### src/design/trc_pkg.sv
package trc_pkg;
  localparam int NCH = 8;
  localparam int CHW = 3;
  localparam int NBLK = 2;
  localparam int SBW = 17;
  localparam int STW = NBLK * SBW;
  localparam int OC_BIT = 16;
  localparam int FRAME_W = 24;
  localparam int F_RW = 23;
  localparam int F_PORT = 21;
  localparam int F_CHAN = 12;
  localparam int F_SEL = 9;
  localparam int DATA_W = 9;
  localparam int BITC_W = 5;
  localparam int DIV_W = 3;
  localparam int CLK_NS = 10;
  localparam int BIT_NS = 40;
  localparam int DIV_CYC = (BIT_NS + CLK_NS - 1) / CLK_NS;
  localparam logic [2:0] MODE_ANALOG = 3'h0;
  localparam logic [2:0] MODE_RATEDIV = 3'h3;
  localparam logic [2:0] MODE_TXPLL = 3'h4;
  localparam logic [2:0] MODE_CHPLL = 3'h5;
  localparam logic [2:0] MODE_CHSEL = 3'h6;
  localparam logic [2:0] MODE_CLKSEL = 3'h7;
  localparam logic [1:0] PORT_BOTH = 2'h0;
  localparam logic [1:0] PORT_RX = 2'h1;
  localparam logic [1:0] PORT_TX = 2'h2;
  localparam logic [1:0] PORT_BAD = 2'h3;
  localparam logic [2:0] SEL_SWING = 3'h0;
  localparam logic [2:0] SEL_PRE = 3'h1;
  localparam logic [2:0] SEL_POST = 3'h2;
  localparam logic [2:0] SEL_WORD = 3'h3;
  localparam int ADDR_W = 8;
  localparam logic [7:0] ADDR_CFG = 8'h00;
  localparam logic [7:0] ADDR_STAT = 8'h04;
  localparam logic [7:0] ADDR_IDX = 8'h08;
  localparam logic [7:0] ADDR_ERRS = 8'h0c;
  localparam int CFG_CONT = 0;
  localparam int CFG_LAT = 4;
  localparam int LAT_W = 4;
  localparam int CFG_CNT = 8;
  localparam int CNT_W = 8;
  localparam logic [31:0] CFG_RESET = 32'h0000_1011;
  localparam int STB_BUSY = 0;
  localparam int STB_ERR = 1;
  localparam int STB_OC = 2;
  localparam int STB_DV = 3;
  localparam logic [1:0] RESP_OKAY = 2'h0;
  localparam logic [1:0] RESP_SLVERR = 2'h2;
  localparam logic [1:0] ERR_LAST = 2'h1;

  typedef enum logic [2:0] {
    ST_START = 3'h0, ST_OFFSET = 3'h1, ST_IDLE = 3'h2, ST_ANA = 3'h3,
    ST_FETCH = 3'h4, ST_SEND = 3'h5, ST_ERR = 3'h6, ST_RDONE = 3'h7
  } trc_state_e;

  // Code minus 16 in five bits, with code 0 also meaning zero
  function automatic logic [4:0] preDecode(input logic [4:0] code);
    return (code == 5'h00) ? 5'h00 : code - 5'h10;
  endfunction

  function automatic logic [FRAME_W-1:0] mkFrame(input logic rw, input logic [1:0] port,
      input logic [8:0] chan, input logic [2:0] sel, input logic [DATA_W-1:0] data);
    return {rw, port, chan, sel, data};
  endfunction
endpackage

### src/design/trc_if.sv
`timescale 1ns/1ns
interface trc_ser_if import trc_pkg::*; ();
  logic               start;
  logic [FRAME_W-1:0] frame;
  logic               done;
  logic               active;
  logic [3:0]         line;
  modport ctrl(output start, frame, input done, active, line);
  modport ser(input start, frame, output done, active, line);
endinterface

interface trc_reg_if import trc_pkg::*; ();
  logic              wrEn;
  logic [ADDR_W-1:0] wrAddr;
  logic [31:0]       wrData;
  logic [3:0]        wrStrb;
  logic [ADDR_W-1:0] rdAddr;
  logic [31:0]       rdData;
  logic              wrHit;
  logic              rdHit;
  modport bus(output wrEn, wrAddr, wrData, wrStrb, rdAddr, input rdData, wrHit, rdHit);
  modport regs(input wrEn, wrAddr, wrData, wrStrb, rdAddr, output rdData, wrHit, rdHit);
endinterface

### src/design/trc_serial.sv
`timescale 1ns/1ns
module trc_serial import trc_pkg::*; (
  input wire logic ref_clk,
  input wire logic rst,
  trc_ser_if.ser   sif
);
  logic [FRAME_W-1:0] shiftReg;
  logic [BITC_W-1:0]  bitCnt;
  logic [DIV_W-1:0]   divCnt;
  logic               rwQ;
  logic               running;
  logic               tick;

  assign tick = running && (divCnt == DIV_W'(DIV_CYC - 1));
  assign sif.active = running;

  // Frame goes out msb first, one bit per divider tick
  always_ff @(posedge ref_clk) begin
    if (rst) begin
      shiftReg <= '0;
      bitCnt <= '0;
      divCnt <= '0;
      rwQ <= 1'b0;
      running <= 1'b0;
      sif.done <= 1'b0;
      sif.line <= 4'h0;
    end else begin
      sif.done <= 1'b0;
      if (!running) begin
        sif.line <= 4'h0;
        if (sif.start) begin
          shiftReg <= sif.frame;
          rwQ <= sif.frame[F_RW];
          running <= 1'b1;
          bitCnt <= '0;
          divCnt <= '0;
        end
      end else begin
        divCnt <= tick ? '0 : divCnt + 1'b1;
        sif.line <= {rwQ, tick, shiftReg[FRAME_W-1], 1'b1};
        if (tick) begin
          shiftReg <= shiftReg << 1;
          bitCnt <= bitCnt + 1'b1;
          if (bitCnt == BITC_W'(FRAME_W - 1)) begin
            running <= 1'b0;
            sif.done <= 1'b1;
          end
        end
      end
    end
  end
endmodule // trc_serial

### src/design/trc_axil.sv
`timescale 1ns/1ns
module trc_axil import trc_pkg::*; (
  input  wire logic              ref_clk,
  input  wire logic              rst,
  input  wire logic              awvalid,
  output      logic              awready,
  input  wire logic [ADDR_W-1:0] awaddr,
  input  wire logic              wvalid,
  output      logic              wready,
  input  wire logic [31:0]       wdata,
  input  wire logic [3:0]        wstrb,
  output      logic              bvalid,
  input  wire logic              bready,
  output      logic [1:0]        bresp,
  input  wire logic              arvalid,
  output      logic              arready,
  input  wire logic [ADDR_W-1:0] araddr,
  output      logic              rvalid,
  input  wire logic              rready,
  output      logic [31:0]       rdata,
  output      logic [1:0]        rresp,
  trc_reg_if.bus                 rif
);
  logic awHave;
  logic wHave;

  assign awready = !awHave;
  assign wready = !wHave;
  assign arready = !rvalid;
  assign rif.rdAddr = araddr;
  assign rif.wrEn = awHave && wHave && !bvalid;

  always_ff @(posedge ref_clk) begin
    if (rst) begin
      awHave <= 1'b0;
      wHave <= 1'b0;
      bvalid <= 1'b0;
      bresp <= RESP_OKAY;
      rvalid <= 1'b0;
      rdata <= '0;
      rresp <= RESP_OKAY;
      rif.wrAddr <= '0;
      rif.wrData <= '0;
      rif.wrStrb <= '0;
    end else begin
      if (awvalid && awready) begin
        awHave <= 1'b1;
        rif.wrAddr <= awaddr;
      end
      if (wvalid && wready) begin
        wHave <= 1'b1;
        rif.wrData <= wdata;
        rif.wrStrb <= wstrb;
      end
      if (rif.wrEn) begin
        awHave <= 1'b0;
        wHave <= 1'b0;
        bvalid <= 1'b1;
        bresp <= rif.wrHit ? RESP_OKAY : RESP_SLVERR;
      end else if (bvalid && bready) begin
        bvalid <= 1'b0;
      end
      if (arvalid && arready) begin
        rvalid <= 1'b1;
        rdata <= rif.rdData;
        rresp <= rif.rdHit ? RESP_OKAY : RESP_SLVERR;
      end else if (rvalid && rready) begin
        rvalid <= 1'b0;
      end
    end
  end
endmodule // trc_axil

### src/design/trc_ctrl.sv
// Local design decisions: the placing of the registers and register access over AXI4-Lite.
`timescale 1ns/1ns
module trc_ctrl import trc_pkg::*; (
  input  wire logic              ref_clk,
  input  wire logic              rst,
  input  wire logic              awvalid,
  output      logic              awready,
  input  wire logic [ADDR_W-1:0] awaddr,
  input  wire logic              wvalid,
  output      logic              wready,
  input  wire logic [31:0]       wdata,
  input  wire logic [3:0]        wstrb,
  output      logic              bvalid,
  input  wire logic              bready,
  output      logic [1:0]        bresp,
  input  wire logic              arvalid,
  output      logic              arready,
  input  wire logic [ADDR_W-1:0] araddr,
  output      logic              rvalid,
  input  wire logic              rready,
  output      logic [31:0]       rdata,
  output      logic [1:0]        rresp,
  input  wire logic              writeAll,
  input  wire logic              readReq,
  input  wire logic [2:0]        modeSel,
  input  wire logic [CHW-1:0]    channelAddr,
  input  wire logic [1:0]        duplexSel,
  input  wire logic [2:0]        swingSetting,
  input  wire logic [4:0]        pretap_emphasis_setting,
  input  wire logic [4:0]        first_posttap_setting,
  output      logic [CNT_W-1:0]  mifAddr,
  input  wire logic [DATA_W-1:0] mifData,
  output      logic              busy,
  output      logic              dataValid,
  output      logic              error,
  output      logic [2:0]        swingOut,
  output      logic [4:0]        pretapOut,
  output      logic [4:0]        posttapOut,
  input  wire logic [STW-1:0]    statusBus,
  output      logic [3:0]        controlBus
);
  trc_state_e        state;
  trc_state_e        next_state;
  logic [STW-1:0]    statusMeta;
  logic [STW-1:0]    statusSync;
  logic              ocDone;
  logic [31:0]       cfgReg;
  logic [31:0]       statWord;
  logic              contMode;
  logic [LAT_W-1:0]  latency;
  logic [CNT_W-1:0]  wordCnt;
  logic [CHW-1:0]    chanL;
  logic [1:0]        portL;
  logic [2:0]        modeL;
  logic              isRead;
  logic              contL;
  logic [2:0]        swingL;
  logic [4:0]        preL;
  logic [4:0]        postL;
  logic [2:0]        swingMem [NCH];
  logic [4:0]        preMem [NCH];
  logic [4:0]        postMem [NCH];
  logic [1:0]        step;
  logic              lastStep;
  logic [LAT_W-1:0]  latCnt;
  logic [CNT_W-1:0]  wordIdx;
  logic [CNT_W-1:0]  idxNext;
  logic              lastWord;
  logic [DATA_W-1:0] wordL;
  logic [1:0]        errCnt;
  logic [7:0]        errTotal;
  logic              accWr;
  logic              accRd;
  logic              badWr;
  logic              badRd;
  logic              modeKnown;
  logic              rdModeOk;
  logic              serStart;
  logic [2:0]        stepSel;
  logic [DATA_W-1:0] stepData;
  logic [FRAME_W-1:0] anaFrame;
  logic [FRAME_W-1:0] wordFrame;

  trc_ser_if sif();
  trc_reg_if rif();

  trc_axil uAxil (
    .ref_clk (ref_clk),
    .rst     (rst),
    .awvalid (awvalid),
    .awready (awready),
    .awaddr  (awaddr),
    .wvalid  (wvalid),
    .wready  (wready),
    .wdata   (wdata),
    .wstrb   (wstrb),
    .bvalid  (bvalid),
    .bready  (bready),
    .bresp   (bresp),
    .arvalid (arvalid),
    .arready (arready),
    .araddr  (araddr),
    .rvalid  (rvalid),
    .rready  (rready),
    .rdata   (rdata),
    .rresp   (rresp),
    .rif     (rif.bus)
  );

  trc_serial uSer (
    .ref_clk (ref_clk),
    .rst     (rst),
    .sif     (sif.ser)
  );

  // Status bus comes from the transceiver side, so it is synchronised first
  always_ff @(posedge ref_clk) begin
    if (rst) begin
      statusMeta <= '0;
      statusSync <= '0;
    end else begin
      statusMeta <= statusBus;
      statusSync <= statusMeta;
    end
  end

  // One 17-bit slice per block, lowest block at bit 0
  function automatic logic allDone(input logic [STW-1:0] s);
    logic ok;
    ok = 1'b1;
    for (int b = 0; b < NBLK; b++) begin
      ok = ok & s[b * SBW + OC_BIT];
    end
    return ok;
  endfunction

  assign ocDone = allDone(statusSync);
  assign contMode = cfgReg[CFG_CONT];
  assign latency = cfgReg[CFG_LAT +: LAT_W];
  assign wordCnt = cfgReg[CFG_CNT +: CNT_W];
  assign modeKnown = modeSel inside {MODE_ANALOG, MODE_RATEDIV, MODE_TXPLL,
                                     MODE_CHPLL, MODE_CHSEL, MODE_CLKSEL};
  assign rdModeOk = modeSel == MODE_ANALOG || modeSel == MODE_RATEDIV;
  assign badWr = !modeKnown || duplexSel == PORT_BAD
               || (modeSel != MODE_ANALOG && wordCnt == '0);
  assign badRd = !rdModeOk || duplexSel == PORT_BAD;
  assign accWr = writeAll && state == ST_IDLE;
  assign accRd = readReq && !writeAll && state == ST_IDLE;
  assign lastStep = isRead || step == 2'h2;
  assign idxNext = wordIdx + 1'b1;
  assign lastWord = idxNext >= wordCnt;
  assign mifAddr = wordIdx;
  assign controlBus = sif.line;
  assign sif.start = serStart;
  assign sif.frame = (state == ST_SEND) ? wordFrame : anaFrame;
  assign anaFrame = mkFrame(isRead, portL, 9'(chanL), stepSel, stepData);
  assign wordFrame = mkFrame(1'b0, portL, 9'(chanL), SEL_WORD, wordL);

  // Analog write sends swing, then pre-tap, then first post-tap
  always_comb begin
    stepSel = SEL_SWING;
    stepData = DATA_W'(swingL);
    if (!isRead) begin
      case (step)
        2'h1: begin
          stepSel = SEL_PRE;
          stepData = DATA_W'(preDecode(preL));
        end
        2'h2: begin
          stepSel = SEL_POST;
          stepData = DATA_W'(preDecode(postL));
        end
        default: begin
          stepSel = SEL_SWING;
          stepData = DATA_W'(swingL);
        end
      endcase
    end
  end

  always_comb begin
    next_state = state;
    case (state)
      ST_START: next_state = ST_OFFSET;
      ST_OFFSET: if (ocDone) next_state = ST_IDLE;
      ST_IDLE: begin
        if (accWr) begin
          if (badWr) next_state = ST_ERR;
          else if (modeSel == MODE_ANALOG) next_state = ST_ANA;
          else next_state = ST_FETCH;
        end else if (accRd) begin
          next_state = badRd ? ST_ERR : ST_ANA;
        end
      end
      ST_ANA: begin
        if (sif.done && lastStep) begin
          next_state = (isRead && modeL == MODE_ANALOG) ? ST_RDONE : ST_IDLE;
        end
      end
      ST_FETCH: if (latCnt == '0) next_state = ST_SEND;
      ST_SEND: begin
        if (sif.done) next_state = (contL && !lastWord) ? ST_FETCH : ST_IDLE;
      end
      ST_RDONE: next_state = ST_IDLE;
      ST_ERR: if (errCnt == ERR_LAST) next_state = ST_IDLE;
      default: next_state = ST_IDLE;
    endcase
  end

  always_ff @(posedge ref_clk) begin
    if (rst) begin
      state <= ST_START;
      busy <= 1'b0;
      error <= 1'b0;
      dataValid <= 1'b0;
    end else begin
      state <= next_state;
      busy <= next_state inside {ST_OFFSET, ST_ANA, ST_FETCH, ST_SEND};
      error <= next_state == ST_ERR;
      dataValid <= next_state == ST_RDONE;
    end
  end

  // Request inputs are captured only with an accepted pulse
  always_ff @(posedge ref_clk) begin
    if (rst) begin
      chanL <= '0;
      portL <= PORT_BOTH;
      modeL <= MODE_ANALOG;
      isRead <= 1'b0;
      contL <= 1'b0;
      swingL <= '0;
      preL <= '0;
      postL <= '0;
    end else if (accWr || accRd) begin
      chanL <= channelAddr;
      portL <= duplexSel;
      modeL <= modeSel;
      isRead <= !accWr;
      contL <= contMode;
      swingL <= swingSetting;
      preL <= pretap_emphasis_setting;
      postL <= first_posttap_setting;
    end
  end

  always_ff @(posedge ref_clk) begin
    if (rst) begin
      for (int i = 0; i < NCH; i++) begin
        swingMem[i] <= '0;
        preMem[i] <= '0;
        postMem[i] <= '0;
      end
    end else if (accWr && !badWr && modeSel == MODE_ANALOG) begin
      swingMem[channelAddr] <= swingSetting;
      preMem[channelAddr] <= pretap_emphasis_setting;
      postMem[channelAddr] <= first_posttap_setting;
    end
  end

  always_ff @(posedge ref_clk) begin
    if (rst) begin
      swingOut <= '0;
      pretapOut <= '0;
      posttapOut <= '0;
    end else if (next_state == ST_RDONE) begin
      swingOut <= swingMem[chanL];
      pretapOut <= preMem[chanL];
      posttapOut <= postMem[chanL];
    end
  end

  always_ff @(posedge ref_clk) begin
    if (rst) begin
      serStart <= 1'b0;
      step <= '0;
      latCnt <= '0;
      wordIdx <= '0;
      wordL <= '0;
    end else begin
      serStart <= 1'b0;
      if (state == ST_IDLE && next_state == ST_ANA) begin
        step <= '0;
        serStart <= 1'b1;
      end else if (state == ST_ANA && sif.done && !lastStep) begin
        step <= step + 1'b1;
        serStart <= 1'b1;
      end
      if (next_state == ST_FETCH && state != ST_FETCH) begin
        latCnt <= latency;
        if (state == ST_IDLE && contMode) wordIdx <= '0;
      end else if (state == ST_FETCH && latCnt != '0) begin
        latCnt <= latCnt - 1'b1;
      end
      if (state == ST_FETCH && latCnt == '0) begin
        wordL <= mifData;
        serStart <= 1'b1;
      end
      if (state == ST_SEND && sif.done) begin
        wordIdx <= lastWord ? '0 : idxNext;
      end
    end
  end

  always_ff @(posedge ref_clk) begin
    if (rst) begin
      errCnt <= '0;
      errTotal <= '0;
    end else begin
      errCnt <= (state == ST_ERR) ? errCnt + 1'b1 : '0;
      if (state != ST_ERR && next_state == ST_ERR) errTotal <= errTotal + 1'b1;
    end
  end

  // Configuration register with byte strobes
  always_ff @(posedge ref_clk) begin
    if (rst) begin
      cfgReg <= CFG_RESET;
    end else if (rif.wrEn && rif.wrHit) begin
      for (int b = 0; b < 4; b++) begin
        if (rif.wrStrb[b]) cfgReg[b * 8 +: 8] <= rif.wrData[b * 8 +: 8];
      end
    end
  end

  always_comb begin
    statWord = '0;
    statWord[STB_BUSY] = busy;
    statWord[STB_ERR] = error;
    statWord[STB_OC] = ocDone;
    statWord[STB_DV] = dataValid;
  end

  assign rif.wrHit = rif.wrAddr == ADDR_CFG;
  assign rif.rdHit = rif.rdAddr inside {ADDR_CFG, ADDR_STAT, ADDR_IDX, ADDR_ERRS};

  always_comb begin
    case (rif.rdAddr)
      ADDR_CFG: rif.rdData = cfgReg;
      ADDR_STAT: rif.rdData = statWord;
      ADDR_IDX: rif.rdData = 32'(wordIdx);
      ADDR_ERRS: rif.rdData = 32'(errTotal);
      default: rif.rdData = '0;
    endcase
  end
endmodule // trc_ctrl

### config.mk
export PLATFORM = sky130hd
export DESIGN_NAME = trc_ctrl
export DESIGN_NICKNAME = d
export VERILOG_FILES = /design/src/design/trc_pkg.sv /design/src/design/trc_if.sv /design/src/design/trc_serial.sv /design/src/design/trc_axil.sv /design/src/design/trc_ctrl.sv
export SDC_FILE = /design/constraint.sdc
export NUM_CORES = 1
export LEC_CHECK = 0
export BUFFER_PORTS_ARGS = -buffer_cell sky130_fd_sc_hd__buf_4
export CAP_MARGIN = 20
export CORE_ASPECT_RATIO = 1.75
export CORE_MARGIN = 4
export CORE_UTILIZATION = 55
export CTS_BUF_LIST = sky130_fd_sc_hd__clkbuf_8
export DETAILED_ROUTE_END_ITERATION = 16
export PLACE_DENSITY = 0.77
export SETUP_SLACK_MARGIN = 0.2
export SLEW_MARGIN = 20
export SYNTH_ARGS = -nofsm -noshare
export SYNTH_HDL_FRONTEND = slang
export SYNTH_SLANG_ARGS = --single-unit
export TNS_END_PERCENT = 20
### constraint.sdc
create_clock -name ref_clk -period 5.6 [get_ports ref_clk]
set_clock_uncertainty 0.05 [all_clocks]
set_input_delay 0.84 -clock ref_clk [delete_from_list [all_inputs] [get_ports ref_clk]]
set_output_delay 0.84 -clock ref_clk [all_outputs]
set_load 0.1 [all_outputs]
### Word-level counts from Yosys, hierarchy flattened

Memory sizes are Yosys's and may differ from the RTL's. A register that Yosys moved wholly into a read port is not among the register bits.
Index checks and enable logic that the tools add are counted.

* output and inout bits: 69
* RAM bits: 104
* flip-flop bits (word level): 286
* input port bits: 125
* memories kept: 3
* logic and storage cells: 234

* reduce and logical (&&, ||, !) cells: 79
* order comparisons: 1
* bitwise operators: 4
* muxes and demuxes: 65
* equal/unequal tests: 30
* add/sub/neg operators: 9

Memories
* postMem: words 8, bits a word 5, read ports 1, clocked after memory_dff 1, wr ports 8, line trc_ctrl.sv:62 `logic [4:0] postMem [NCH];`
* preMem: words 8, bits a word 5, read ports 1, clocked after memory_dff 1, wr ports 8, line trc_ctrl.sv:61 `logic [4:0] preMem [NCH];`
* swingMem: words 8, bits a word 3, read ports 1, clocked after memory_dff 1, wr ports 8, line trc_ctrl.sv:60 `logic [2:0] swingMem [NCH];`

Operators with widths (number)
* 32-bit case mux with 4 select lines: 1
* 24-bit 2-to-1 mux: 4
* 3-bit 2-to-1 mux: 19
* 5-bit 2-to-1 mux: 8
* 3-bit == test, second input constant: 12
* 8-bit 2-to-1 mux: 4
* 1-bit logical AND: 27
* 8-bit logical NOT: 3
* 3-bit case mux with 8 select lines: 1
* 1-bit 2-to-1 mux: 21
* 8-bit by 1-bit adder with 8-bit output, second input constant: 2
* 8-bit by 4-bit == test with 1-bit output, second input constant: 2
* 3-bit by 2-bit == test with 1-bit output, second input constant: 5
* 2-bit AND reduction: 7
* 2-bit nonzero test: 6
* 4-bit nonzero test: 3
* 1-bit logical NOT: 11
* 5-bit logical NOT: 2
* 5-bit case mux with 2 select lines: 1
* 5-bit OR reduction: 2
* 5-bit subtractor, second input constant: 2
* 3-bit logical NOT: 3
* 8-bit by 3-bit == test with 1-bit output, second input constant: 1
* 8-bit greater-or-equal comparator: 1
* other kinds (21): 40

### Longest topological paths before layout

Gate-level depths: netlist (run 1).

* depth after elaboration: 13
* gate-level depth with buffers: 13
* depth with buffers taken out: 12

### Modules after synthesis

From an unflattened synthesis (run 1), not the netlist that was laid out.

* cells, all modules: 1454
* area total of the unflattened synthesis: 14696.6 sq um

By module, submodules not included
* trc_ctrl: area an instance 9989.6 sq um, times used 1, seq. area each 5365.1 sq um, cells an instance 919
* trc_axil: area an instance 2971.6 sq um, times used 1, seq. area each 1641.6 sq um, cells an instance 362
* trc_serial: area an instance 1735.4 sq um, times used 1, seq. area each 780.7 sq um, cells an instance 173

### Least setup slack after synthesis (run 1)

No wires, ideal clock.

* path kind: reg2reg
* from: register wordIdx[0] (netlist: mifAddr[0])
* to: register errTotal[6]
* buffers on the path: 1
* stages on the path, launching flop included: 14
* data required time: 5435 ps
* arrival time: 3671 ps
* setup time: 115 ps
* clock period less this slack: 3836 ps
* path slack: 1764 ps
* path through: dfxtp_1 > and3_1 > and3_1 > nand3_1 > xnor2_1 > ha_1 > a41oi_1 > o211ai_1 > a31oi_1 > a221oi_2 > nand4b_4 > buf_2 > o31a_1 > o21a_1

* longest elaborated chain between the ends: 9

Ends and longest elaborated chain
* start, declared: line trc_ctrl.sv:66 `logic [CNT_W-1:0] wordIdx;`
* start signal, assigned: line trc_ctrl.sv:300 `wordIdx <= lastWord ? '0 : idxNext;`
* 8-bit by 1-bit adder with 8-bit output: line trc_ctrl.sv:150 `assign idxNext = wordIdx + 1'b1;`
* 8-bit greater-or-equal comparator: line trc_ctrl.sv:151 `assign lastWord = idxNext >= wordCnt;`
* 1-bit logical NOT: line trc_ctrl.sv:202 `if (sif.done) next_state = (contL && !lastWord) ? ST_FETCH : ST_IDLE;`
* 1-bit logical AND: line trc_ctrl.sv:202
* 3-bit 2-to-1 mux (2 in series): line trc_ctrl.sv:202
* 3-bit case mux with 8 select lines: line trc_ctrl.sv:183 `case (state)`
* 3-bit == test: line trc_ctrl.sv:311 `if (state != ST_ERR && next_state == ST_ERR) errTotal <= errTotal + 1'b1;`
* 1-bit logical AND: line trc_ctrl.sv:311
* end signal, assigned: line trc_ctrl.sv:311
* end, declared: line trc_ctrl.sv:71 `logic [7:0] errTotal;`

Every way passes these cells.
A chain may end at the register's enable or synchronous reset.

### Worst setup path after layout (run 1)

* from: register wordIdx[0] (netlist: mifAddr[0])
* to: register errTotal[7]

The elaborated chain is that of the path after synthesis.

==> results of run 1 <==
==> Yosys cell counts, types with 4 or more instances <==
library cell / count / area (um2)
sky130_fd_sc_hd__inv_1: 24 / 90.1
sky130_fd_sc_hd__nor3b_1: 4 / 30.0
sky130_fd_sc_hd__nand2_1: 191 / 717
sky130_fd_sc_hd__a32oi_1: 4 / 35.0
sky130_fd_sc_hd__nor2b_1: 8 / 50.1
sky130_fd_sc_hd__nand3_1: 50 / 250
sky130_fd_sc_hd__xnor2_1: 9 / 78.8
sky130_fd_sc_hd__buf_1: 9 / 33.8
sky130_fd_sc_hd__mux4_2: 30 / 676
sky130_fd_sc_hd__a31oi_1: 5 / 31.3
sky130_fd_sc_hd__o21ai_0: 25 / 125
sky130_fd_sc_hd__nor2_1: 135 / 507
sky130_fd_sc_hd__nor4_1: 8 / 50.1
sky130_fd_sc_hd__mux2_2: 5 / 56.3
sky130_fd_sc_hd__o211ai_1: 10 / 75.1
sky130_fd_sc_hd__and2_1: 110 / 688
sky130_fd_sc_hd__dfxtp_1: 233 / 4660
sky130_fd_sc_hd__or3_1: 4 / 25.0
sky130_fd_sc_hd__clkbuf_1: 79 / 297
sky130_fd_sc_hd__ha_1: 17 / 213
sky130_fd_sc_hd__a22oi_1: 32 / 240
sky130_fd_sc_hd__a22o_1: 9 / 78.8
sky130_fd_sc_hd__nor3_1: 21 / 105
sky130_fd_sc_hd__a211oi_1: 29 / 218
sky130_fd_sc_hd__mux2i_1: 36 / 360
sky130_fd_sc_hd__and3_1: 6 / 37.5
sky130_fd_sc_hd__edfxtp_1: 104 / 3120
sky130_fd_sc_hd__a21oi_1: 122 / 611
sky130_fd_sc_hd__o21ai_1: 4 / 20.0
sky130_fd_sc_hd__or2_2: 4 / 25.0
sky130_fd_sc_hd__nand2b_1: 8 / 50.1
==> how the worst min path moves through the flow <==
stage | end | slack [ns] | depth (start not counted)
after CTS | uAxil.rvalid$_SDFFE_PP0P_ | 0.36 | 2
after detailed placement | errCnt[0]$_SDFF_PP0_ | 0.38 | 1
final | errCnt[0]$_SDFF_PP0_ | 0.38 | 1
after global routing | uAxil.rvalid$_SDFFE_PP0P_ | 0.37 | 2
after global placement | errCnt[0]$_SDFF_PP0_ | 0.37 | 1
after floorplan | errCnt[0]$_SDFF_PP0_ | 0.36 | 1
==> power by group through the flow <==
stage / Sequential, W / Clock (W) / Combinational (W)
after floorplan: 0.00265 / 0 / 0.000135
after global placement: 0.00264 / 0 / 0.000252
after detailed placement: 0.00264 / 0 / 0.000257
after CTS: 0.00259 / 0.00205 / 0.000258
after global routing: 0.00259 / 0.00217 / 0.000278
final: 0.00259 / 0.00202 / 0.000256
==> critical path: stages, from the launching register on <==
cell and delay, ns:
sky130_fd_sc_hd__dfxtp_1 0.49, sky130_fd_sc_hd__ha_1 0.29, sky130_fd_sc_hd__nand3_1 0.14, sky130_fd_sc_hd__nor2_1 0.19, sky130_fd_sc_hd__xor2_1 0.11, sky130_fd_sc_hd__ha_1 0.33, sky130_fd_sc_hd__a21oi_1 0.09, sky130_fd_sc_hd__o211ai_1 0.22
sky130_fd_sc_hd__a31oi_1 0.13, sky130_fd_sc_hd__o31ai_1 0.55, sky130_fd_sc_hd__nand4b_4 0.28, sky130_fd_sc_hd__or4_1 0.58, sky130_fd_sc_hd__a21oi_1 0.15
==> layout make-up <==
| class | count | area share (%) |
|---|---|---|
| Timing Repair Buffer | 179 | 8.21 |
| Tap cell | 316 | 2.41 |
| Clock buffer | 63 | 5.28 |
| Sequential cell | 337 | 47.4 |
| Inverter | 24 | 0.549 |
| Clock inverter | 26 | 1.01 |
| Multi-Input combinational cell | 931 | 35.1 |
==> stage by stage <==
step	setup WS, ns	total power, W	hold slack, ns	util [%]	cells
6_report	1.93	0.00486	0.380	65.3	1876
5_1_grt	1.62	0.00504	0.369	65.3	1876
4_1_cts	1.94	0.00490	0.357	65.3	1876
3_5_place_dp	1.99	0.00290	0.379	61.2	1787
3_3_place_gp	2.09	0.00289	0.367	61.2	1787
2_1_floorplan	1.76	0.00278	0.358	-	1385
==> kinds of logic (layout without fill, tap and decap cells) <==
kind of cell	Yosys count	after routing	share of synthesized area [%]
XOR/XNOR	12	12	0.751
AND/OR/NAND/NOR	565	565	19.1
flip-flops	337	337	55.7
other	1	2	0.0268
adder cells (fa/ha/maj)	17	17	1.52
AO/OA/AOI/OAI	264	264	11.9
buffers and inverters	117	292	3.24
multiplexers	71	71	7.81
==> sequential cells by signal, indices dropped and copies added, names as in the netlist, 8 cells and up <==
register	cells
swingMem	24
mifAddr	8
uSer.shiftReg	24
cfgReg	32
errTotal	8
uAxil.rif.wrAddr	8
uAxil.rdata	32
uAxil.rif.wrData	32
preMem	40
wordL	9
postMem	40
==> cell usage in the layout, fill, tap and decap left out, types with 24 or more instances in the layout <==
cell                       instances
sky130_fd_sc_hd__a211oi_1         29
sky130_fd_sc_hd__buf_4           178
sky130_fd_sc_hd__clkbuf_8         63
sky130_fd_sc_hd__dfxtp_1         232
sky130_fd_sc_hd__mux2i_1          36
sky130_fd_sc_hd__o21ai_0          24
sky130_fd_sc_hd__edfxtp_1        104
sky130_fd_sc_hd__a21oi_1         122
sky130_fd_sc_hd__nand2_1         191
sky130_fd_sc_hd__mux4_2           30
sky130_fd_sc_hd__inv_1            38
sky130_fd_sc_hd__and2_1          110
sky130_fd_sc_hd__nor2_1          135
sky130_fd_sc_hd__nand3_1          50
sky130_fd_sc_hd__a22oi_1          32
==> layer usage <==
metal / global-route usage (%) / routed length (um) / up-vias
met5: 0 / 0 / -
met4: 12.4 / 1750 / 0
met3: 4.31 / 1880 / 105
met2: 46.0 / 18900 / 339
met1: 24.5 / 11700 / 5002
li1: - / - / 5149
==> impl_table.tex, run 1 <==
\begin{tabular}{lr}
\hline
Metric & Value \\
\hline
\multicolumn{2}{l}{\textbf{Global routing}} \\
Global router's overall resource usage & around 24\% \\
Overall overflow remaining after global route & 0 \\
Number of global-route vias before repair & roughly 11,000 \\
Wire length of the first global-routing pass & 53,700 um \\
Number of antenna violations at the first check in global routing & 0 \\
Largest net degree at the start of global routing & 84 \\
\multicolumn{2}{l}{\textbf{Drt}} \\
Pre-antenna DRT Iters & 5 \\
Total length of routed wires & approximately 34,000 um \\
Iter 0 DRT Violations & 651 \\
Vias/cell & 5.65 \\
Via Count & 10,595 \\
Antenna-violating nets left & 0 \\
Drt wl/cell & 18.2 um \\
Remaining design rule violation count & 0 \\
\multicolumn{2}{l}{\textbf{Floorplanning}} \\
Initial standard-cell utilization of the core & 55.6\% \\
Area enclosed by the die boundary & 28,200 um2 \\
Die height & roughly 220 um \\
I/O Pins & 194 \\
Placeable core region & approximately 25,000 um2 \\
Horizontal die dimension & 129 um \\
Site Rows & 77 \\
\multicolumn{2}{l}{\textbf{STA}} \\
Unrepaired setup endpoints after global routing & false \\
Final setup violating endpoints & 0 \\
Number of endpoints with negative hold slack in the final report & 0 \\
Final max-slew violation count & 0 \\
Maximum operating frequency & 273 MHz \\
Fin crit period & 3.67 ns \\
Slew headroom & 28.4\% \\
Setup TNS & 0 ns \\
Share of the clock period used by the worst path & 65.5\% \\
Least-Margin Pin Slew & 1.06 ns \\
\multicolumn{2}{l}{\textbf{Power and ir drop}} \\
Fraction of power spent switching nets & 22.7\% \\
Sequential power share & between 50\% and 60\% \\
Static leakage power & 6.27 nW \\
Cell internal power dissipation & 0.00376 W \\
Share of power burned in combinational logic & under 10\% \\
Switching power & 0.00110 W \\
Maximum vdd drop & 0.000275 V \\
Clk pwr share & between 40\% and 50\% \\
PD cells & 296 nW/um2 \\
\multicolumn{2}{l}{\textbf{Worst setup path}} \\
Crit path capture type & flop \\
Peak fanout along the critical path & 14 \\
Reg-to-reg startpoint & mifAddr[0]\$\_SDFFE\_PP0P\_ \\
Register-to-Register Setup Slack & 1.93 ns \\
Startpoint types & flop \\
Endpoint of the most critical setup path & errTotal[7]\$\_SDFFE\_PP0P\_ \\
Reg2reg path depth & 12 \\
Critical R2R Capture & errTotal[7]\$\_SDFFE\_PP0P\_ \\
Data arrival time of the critical path & slightly above 4 ns \\
Worst setup path startpoint & mifAddr[0]\$\_SDFFE\_PP0P\_ \\
Kind of critical path & reg2reg \\
Endpoint required time on the critical path & 6.05 ns \\
\multicolumn{2}{l}{\textbf{Layout}} \\
Number of diodes added for antenna fixing & 0 \\
Final instance area & 16,400 um2 \\
Sequential cell area & around 7800 um2 \\
Multi-input logic area & 5760 um2 \\
Share of final-layout standard cells stronger than drive strength 1 & about a fifth \\
Synth-to-Final Area Change & 17.3\% \\
Number of fillers in the final layout & 2,080 \\
Final layout net count & roughly 1,700 \\
\multicolumn{2}{l}{\textbf{Clock tree}} \\
CTS max path bufs & 3 \\
H-tree depth & 2 \\
Later-pin clock latency in the skew report & 0.58 ns \\
CTS sink cnt & approximately 340 \\
Total of cells resized after clock tree synthesis & 0 \\
Clock transition at path regs & 0.06 ns \\
CTS Buf Count & 48 \\
CTS root buf & sky130\_fd\_sc\_hd\_\_clkbuf\_8 \\
Post-CTS Setup Repair Bufs & 0 \\
Hold-fix buffers at CTS & 0 \\
TritonCTS clock tree & done \\
\multicolumn{2}{l}{\textbf{Yosys}} \\
Most common flop cell mapped by yosys & sky130\_fd\_sc\_hd\_\_dfxtp\_1 \\
Syn avg cell area & 10.1 um2 \\
Summed instance area of the synthesized netlist & 14,000 um2 \\
Sequential-to-total area share from yosys stat & 55.7\% \\
Syn Inst Count & 1,384 \\
Count of different cell masters after synthesis & 65 \\
Number of flip-flops and latches in the synthesized netlist & about 340 \\
EDFF count, synth & approximately 100 \\
Share of async-settable or async-resettable flops after synthesis & 0\% \\
Count of synthesis-stage warnings from yosys & 0 \\
\multicolumn{2}{l}{\textbf{Placement}} \\
Quantity of I/O buffers inserted on ports & 159 \\
Final weighted congestion in routability-driven placement & 0.886 \\
Placed Area & 15,400 um2 \\
Detailed placement HPWL & 25,100 um \\
\multicolumn{2}{l}{\textbf{Worst hold path}} \\
Origin of the worst min-delay path & errCnt[0]\$\_SDFF\_PP0\_ \\
Worst hold-check path type & reg2reg \\
\multicolumn{2}{l}{\textbf{Job}} \\
Max-capacitance violation count & 0 \\
\multicolumn{2}{l}{\textbf{Outcome}} \\
Run status & finished, final reports clean \\
\hline
\end{tabular}
Power figures use the tool's default switching activity.
==> inputs of run 2 (changes only) <==
Settings changed: ABC_AREA set to 1, CORE_UTILIZATION 55 to 54, PLACE_DENSITY 0.77 to 0.79.
Clock period 5.6 ns to 3.3 ns, I/O delays scaled along.
==> impl_table.tex, run 2 <==
\begin{tabular}{lr}
\hline
Metric & Value \\
\hline
\multicolumn{2}{l}{\textbf{Global routing}} \\
Largest net degree at the start of global routing & 92 \\
Top Usage Layer GRT & met2 \\
Global router's overall resource usage & about 25\% \\
Overall overflow remaining after global route & 0 \\
Global-route met1 utilization & roughly 25\% \\
Wire length of the first global-routing pass & 56,400 um \\
Number of global-route vias before repair & 11,903 \\
Number of antenna violations at the first check in global routing & 0 \\
M2 GR Usage & 45.7\% \\
Met3 demand-to-capacity share in global routing & 5.72\% \\
\multicolumn{2}{l}{\textbf{Outcome}} \\
Run status & finished, final reports clean \\
\multicolumn{2}{l}{\textbf{Clock tree}} \\
Clock transition at path regs & 0.06 ns \\
Later-pin clock latency in the skew report & between 0.5 and 0.6 ns \\
CTS root buf & sky130\_fd\_sc\_hd\_\_clkbuf\_8 \\
CTS Buf Count & 46 \\
TritonCTS clock tree & done \\
H-tree depth & 2 \\
CTS sink cnt & 337 \\
CTS max path bufs & 3 \\
\multicolumn{2}{l}{\textbf{STA}} \\
Slew headroom & between 30\% and 40\% \\
Final max-slew violation count & 0 \\
Final worst slack & between 0.3 and 0.4 ns \\
Least-Margin Pin Slew & 0.971 ns \\
Unrepaired setup endpoints after global routing & true \\
Final setup violating endpoints & 0 \\
Share of the clock period used by the worst path & around 88\% \\
Maximum operating frequency & 344 MHz \\
Number of endpoints with negative hold slack in the final report & 0 \\
Fin crit period & 2.90 ns \\
Setup TNS & 0 ns \\
\multicolumn{2}{l}{\textbf{Worst hold path}} \\
Worst hold-check path type & in2reg \\
Origin of the worst min-delay path & statusBus[16] \\
\multicolumn{2}{l}{\textbf{Worst setup path}} \\
Peak fanout along the critical path & 6 \\
Endpoint required time on the critical path & 3.71 ns \\
Startpoint types & flop \\
Kind of critical path & reg2reg \\
Worst setup path startpoint & mifAddr[0]\$\_SDFFE\_PP0P\_ \\
Crit path capture type & flop \\
Ordered list of cells on the worst path & inv\_1, nor3\_2, nand3\_1, nand3b\_1, xor2\_1, inv\_1, ha\_1, a21o\_1, nor2\_2, nand4\_1, buf\_4, nand2\_2, nand3\_2, nor2\_4, nand3\_1, nand2\_1, nor2\_1 \\
Slowest cell on the critical path & sky130\_fd\_sc\_hd\_\_dfxtp\_4 \\
Data arrival time of the critical path & $\sim$3.3 ns \\
Reg-to-reg startpoint & mifAddr[0]\$\_SDFFE\_PP0P\_ \\
Peak per-stage delay on the critical path & 0.38 ns \\
\multicolumn{2}{l}{\textbf{Floorplanning}} \\
Area enclosed by the die boundary & 28,600 um2 \\
Initial standard-cell utilization of the core & 55.1\% \\
I/O Pins & 194 \\
Placeable core region & 25,300 um2 \\
Die height & 221 um \\
Horizontal die dimension & around 130 um \\
Site Rows & 77 \\
\multicolumn{2}{l}{\textbf{Power and ir drop}} \\
Fraction of power spent switching nets & between 20\% and 30\% \\
Switching power & 0.00185 W \\
Clk pwr share & 40.0\% \\
Sequential power share & 54.4\% \\
Maximum vdd drop & 0.000414 V \\
PD cells & 493 nW/um2 \\
Cell internal power dissipation & approximately 0.0063 W \\
Share of power burned in combinational logic & 5.6\% \\
Static leakage power & just under 7 nW \\
\multicolumn{2}{l}{\textbf{Drt}} \\
Total length of routed wires & approximately 36,000 um \\
Antenna-violating nets left & 0 \\
Vias/cell & 5.56 \\
Via Count & 12,014 \\
Remaining design rule violation count & 0 \\
Pre-antenna DRT Iters & 5 \\
Drt wl/cell & about 16 um \\
Iter 0 DRT Violations & 675 \\
\multicolumn{2}{l}{\textbf{Layout}} \\
Number of fillers in the final layout & 2,190 \\
Synth-to-Final Area Change & 17.7\% \\
Final layout net count & about 2,000 \\
Share of final-layout standard cells stronger than drive strength 1 & between 10\% and 20\% \\
Most frequent cells in the layout & sky130\_fd\_sc\_hd\_\_nor2\_1 (300), sky130\_fd\_sc\_hd\_\_nand2\_1 (249), sky130\_fd\_sc\_hd\_\_dfxtp\_1 (228), sky130\_fd\_sc\_hd\_\_a21oi\_1 (199), sky130\_fd\_sc\_hd\_\_buf\_4 (193) \\
Most common cell after layout, fill and taps aside & sky130\_fd\_sc\_hd\_\_nor2\_1 \\
Largest registers & postMem: 40 flops, preMem: 40 flops \\
Number of diodes added for antenna fixing & 0 \\
\multicolumn{2}{l}{\textbf{Yosys}} \\
Syn avg cell area & about 8.4 um2 \\
Most common cell in the netlist & sky130\_fd\_sc\_hd\_\_nor2\_1 \\
Share of async-settable or async-resettable flops after synthesis & 0\% \\
Count of different cell masters after synthesis & 46 \\
Summed instance area of the synthesized netlist & 14,000 um2 \\
Number of flip-flops and latches in the synthesized netlist & 337 \\
Fraction of post-synthesis cell area in the top cell type by area & 33.4\% \\
Sequential-to-total area share from yosys stat & 55.8\% \\
Largest cells by area after synthesis & sky130\_fd\_sc\_hd\_\_dfxtp\_1 (33\%), sky130\_fd\_sc\_hd\_\_edfxtp\_1 (22\%), sky130\_fd\_sc\_hd\_\_nor2\_1 (8.1\%) \\
Count of synthesis-stage warnings from yosys & 0 \\
List of most frequent post-synthesis cells & sky130\_fd\_sc\_hd\_\_nor2\_1 (302), sky130\_fd\_sc\_hd\_\_nand2\_1 (250), sky130\_fd\_sc\_hd\_\_dfxtp\_1 (233), sky130\_fd\_sc\_hd\_\_a21oi\_1 (199), sky130\_fd\_sc\_hd\_\_o21ai\_0 (125) \\
EDFF count, synth & 104 \\
Most common flop cell mapped by yosys & sky130\_fd\_sc\_hd\_\_dfxtp\_1 \\
Yosys top cell by area & sky130\_fd\_sc\_hd\_\_dfxtp\_1 \\
Syn Inst Count & 1,659 \\
\multicolumn{2}{l}{\textbf{Placement}} \\
Quantity of I/O buffers inserted on ports & $\sim$160 \\
Detailed placement HPWL & around 25,000 um \\
Final weighted congestion in routability-driven placement & 0.914 \\
Post-place setup slack & 0.170 ns \\
\multicolumn{2}{l}{\textbf{Job}} \\
Max-capacitance violation count & 0 \\
\hline
\end{tabular}
run 2: cell types whose count changed in the layout (fill, tap and decap cells not counted), sizes merged, moves of 32 or more:
cell	before	now
nor2	135	309
and2	111	1
o21ai	29	129
inv	39	134
a21oi	122	201
nand2	191	251
mux2i	36	0
nand3	50	86
a22oi	32	0
run 2: cell families after synthesis:
| group | after synthesis | share of synthesized area, % |
|---|---|---|
| adders and majority gates | 17 | 1.52 |
| other | 1 | 0.0269 |
| DFF | 337 | 55.8 |
| and+or+nand+nor | 677 | 19.9 |
| xor gates and xnor gates | 11 | 0.690 |
| AOI/OAI and AO/OA | 399 | 16.0 |
| buffers and inverters | 217 | 6.09 |
run 2: worst max-delay path: cells and delay by family, from the launching register on:
| kind | cells | cell delay [ns] |
|---|---|---|
| and+or+nand+nor | 11 | 1.44 |
| adders and majority gates | 1 | 0.29 |
| buffers and inverters | 3 | 0.31 |
| xor gates and xnor gates | 1 | 0.14 |
| DFF | 1 | 0.38 |
| AOI/OAI and AO/OA | 1 | 0.19 |
run 2: final cells by class:
class,instances,area (um2),area share (%)
timing repair buffer,193,1450,8.81
tap,316,395,2.41
clock inverter,28,190,1.16
sequential,337,7800,47.5
multi-input combinational,1107,5380,32.7
inverter,125,470,2.86
clock buffer,55,757,4.60
run 2: metrics by stage:
| stage | hold slack [ns] | power, W | instances | instance area (um2) | utilization (%) |
|---|---|---|---|---|---|
| 2_1_floorplan | 0.338 | 0.00476 | 1660 | 14000 | - |
| 3_3_place_gp | 0.350 | 0.00493 | 2075 | 15400 | 60.9 |
| 3_5_place_dp | 0.346 | 0.00495 | 2075 | 15400 | 60.9 |
| 4_1_cts | 0.0531 | 0.00816 | 2159 | 16400 | 64.7 |
| 5_1_grt | 0.0785 | 0.00837 | 2161 | 16400 | 64.9 |
| 6_report | 0.0785 | 0.00810 | 2161 | 16400 | 64.9 |
run 2: path summary, 6_finish.rpt:
check                         endpoint  slack (ns)  depth (start not counted)
min reg2reg  statusSync[16]$_SDFF_PP0_        0.36                          2
max           errTotal[3]$_SDFFE_PP0P_        0.40                         17
max reg2reg   errTotal[3]$_SDFFE_PP0P_        0.40                         17
min          statusMeta[16]$_SDFF_PP0_        0.08                          3
run 2: power groups by stage:
stage	Combinational (W)	Sequential, W	Clock (W)
6_report	0.000453	0.00441	0.00325
5_1_grt	0.000500	0.00441	0.00346
4_1_cts	0.000454	0.00440	0.00330
3_5_place_dp	0.000451	0.00449	0
3_3_place_gp	0.000443	0.00449	0
2_1_floorplan	0.000250	0.00451	0
run 2: repair_timing:
action	in CTS	in global routing
gates resized for setup	0	9
cloned	0	1
endpoints found under the setup margin	6	20
hold buffers	0	0
endpoints found under the hold margin	0	0
pin swaps	1	2
setup buffers	1	1
run 2: per-layer routing:
layer	part of all wire [%]	wire, um
met2	53	19000
met1	36	12700
met4	4.3	1530
met3	6.5	2320
met5	0	0
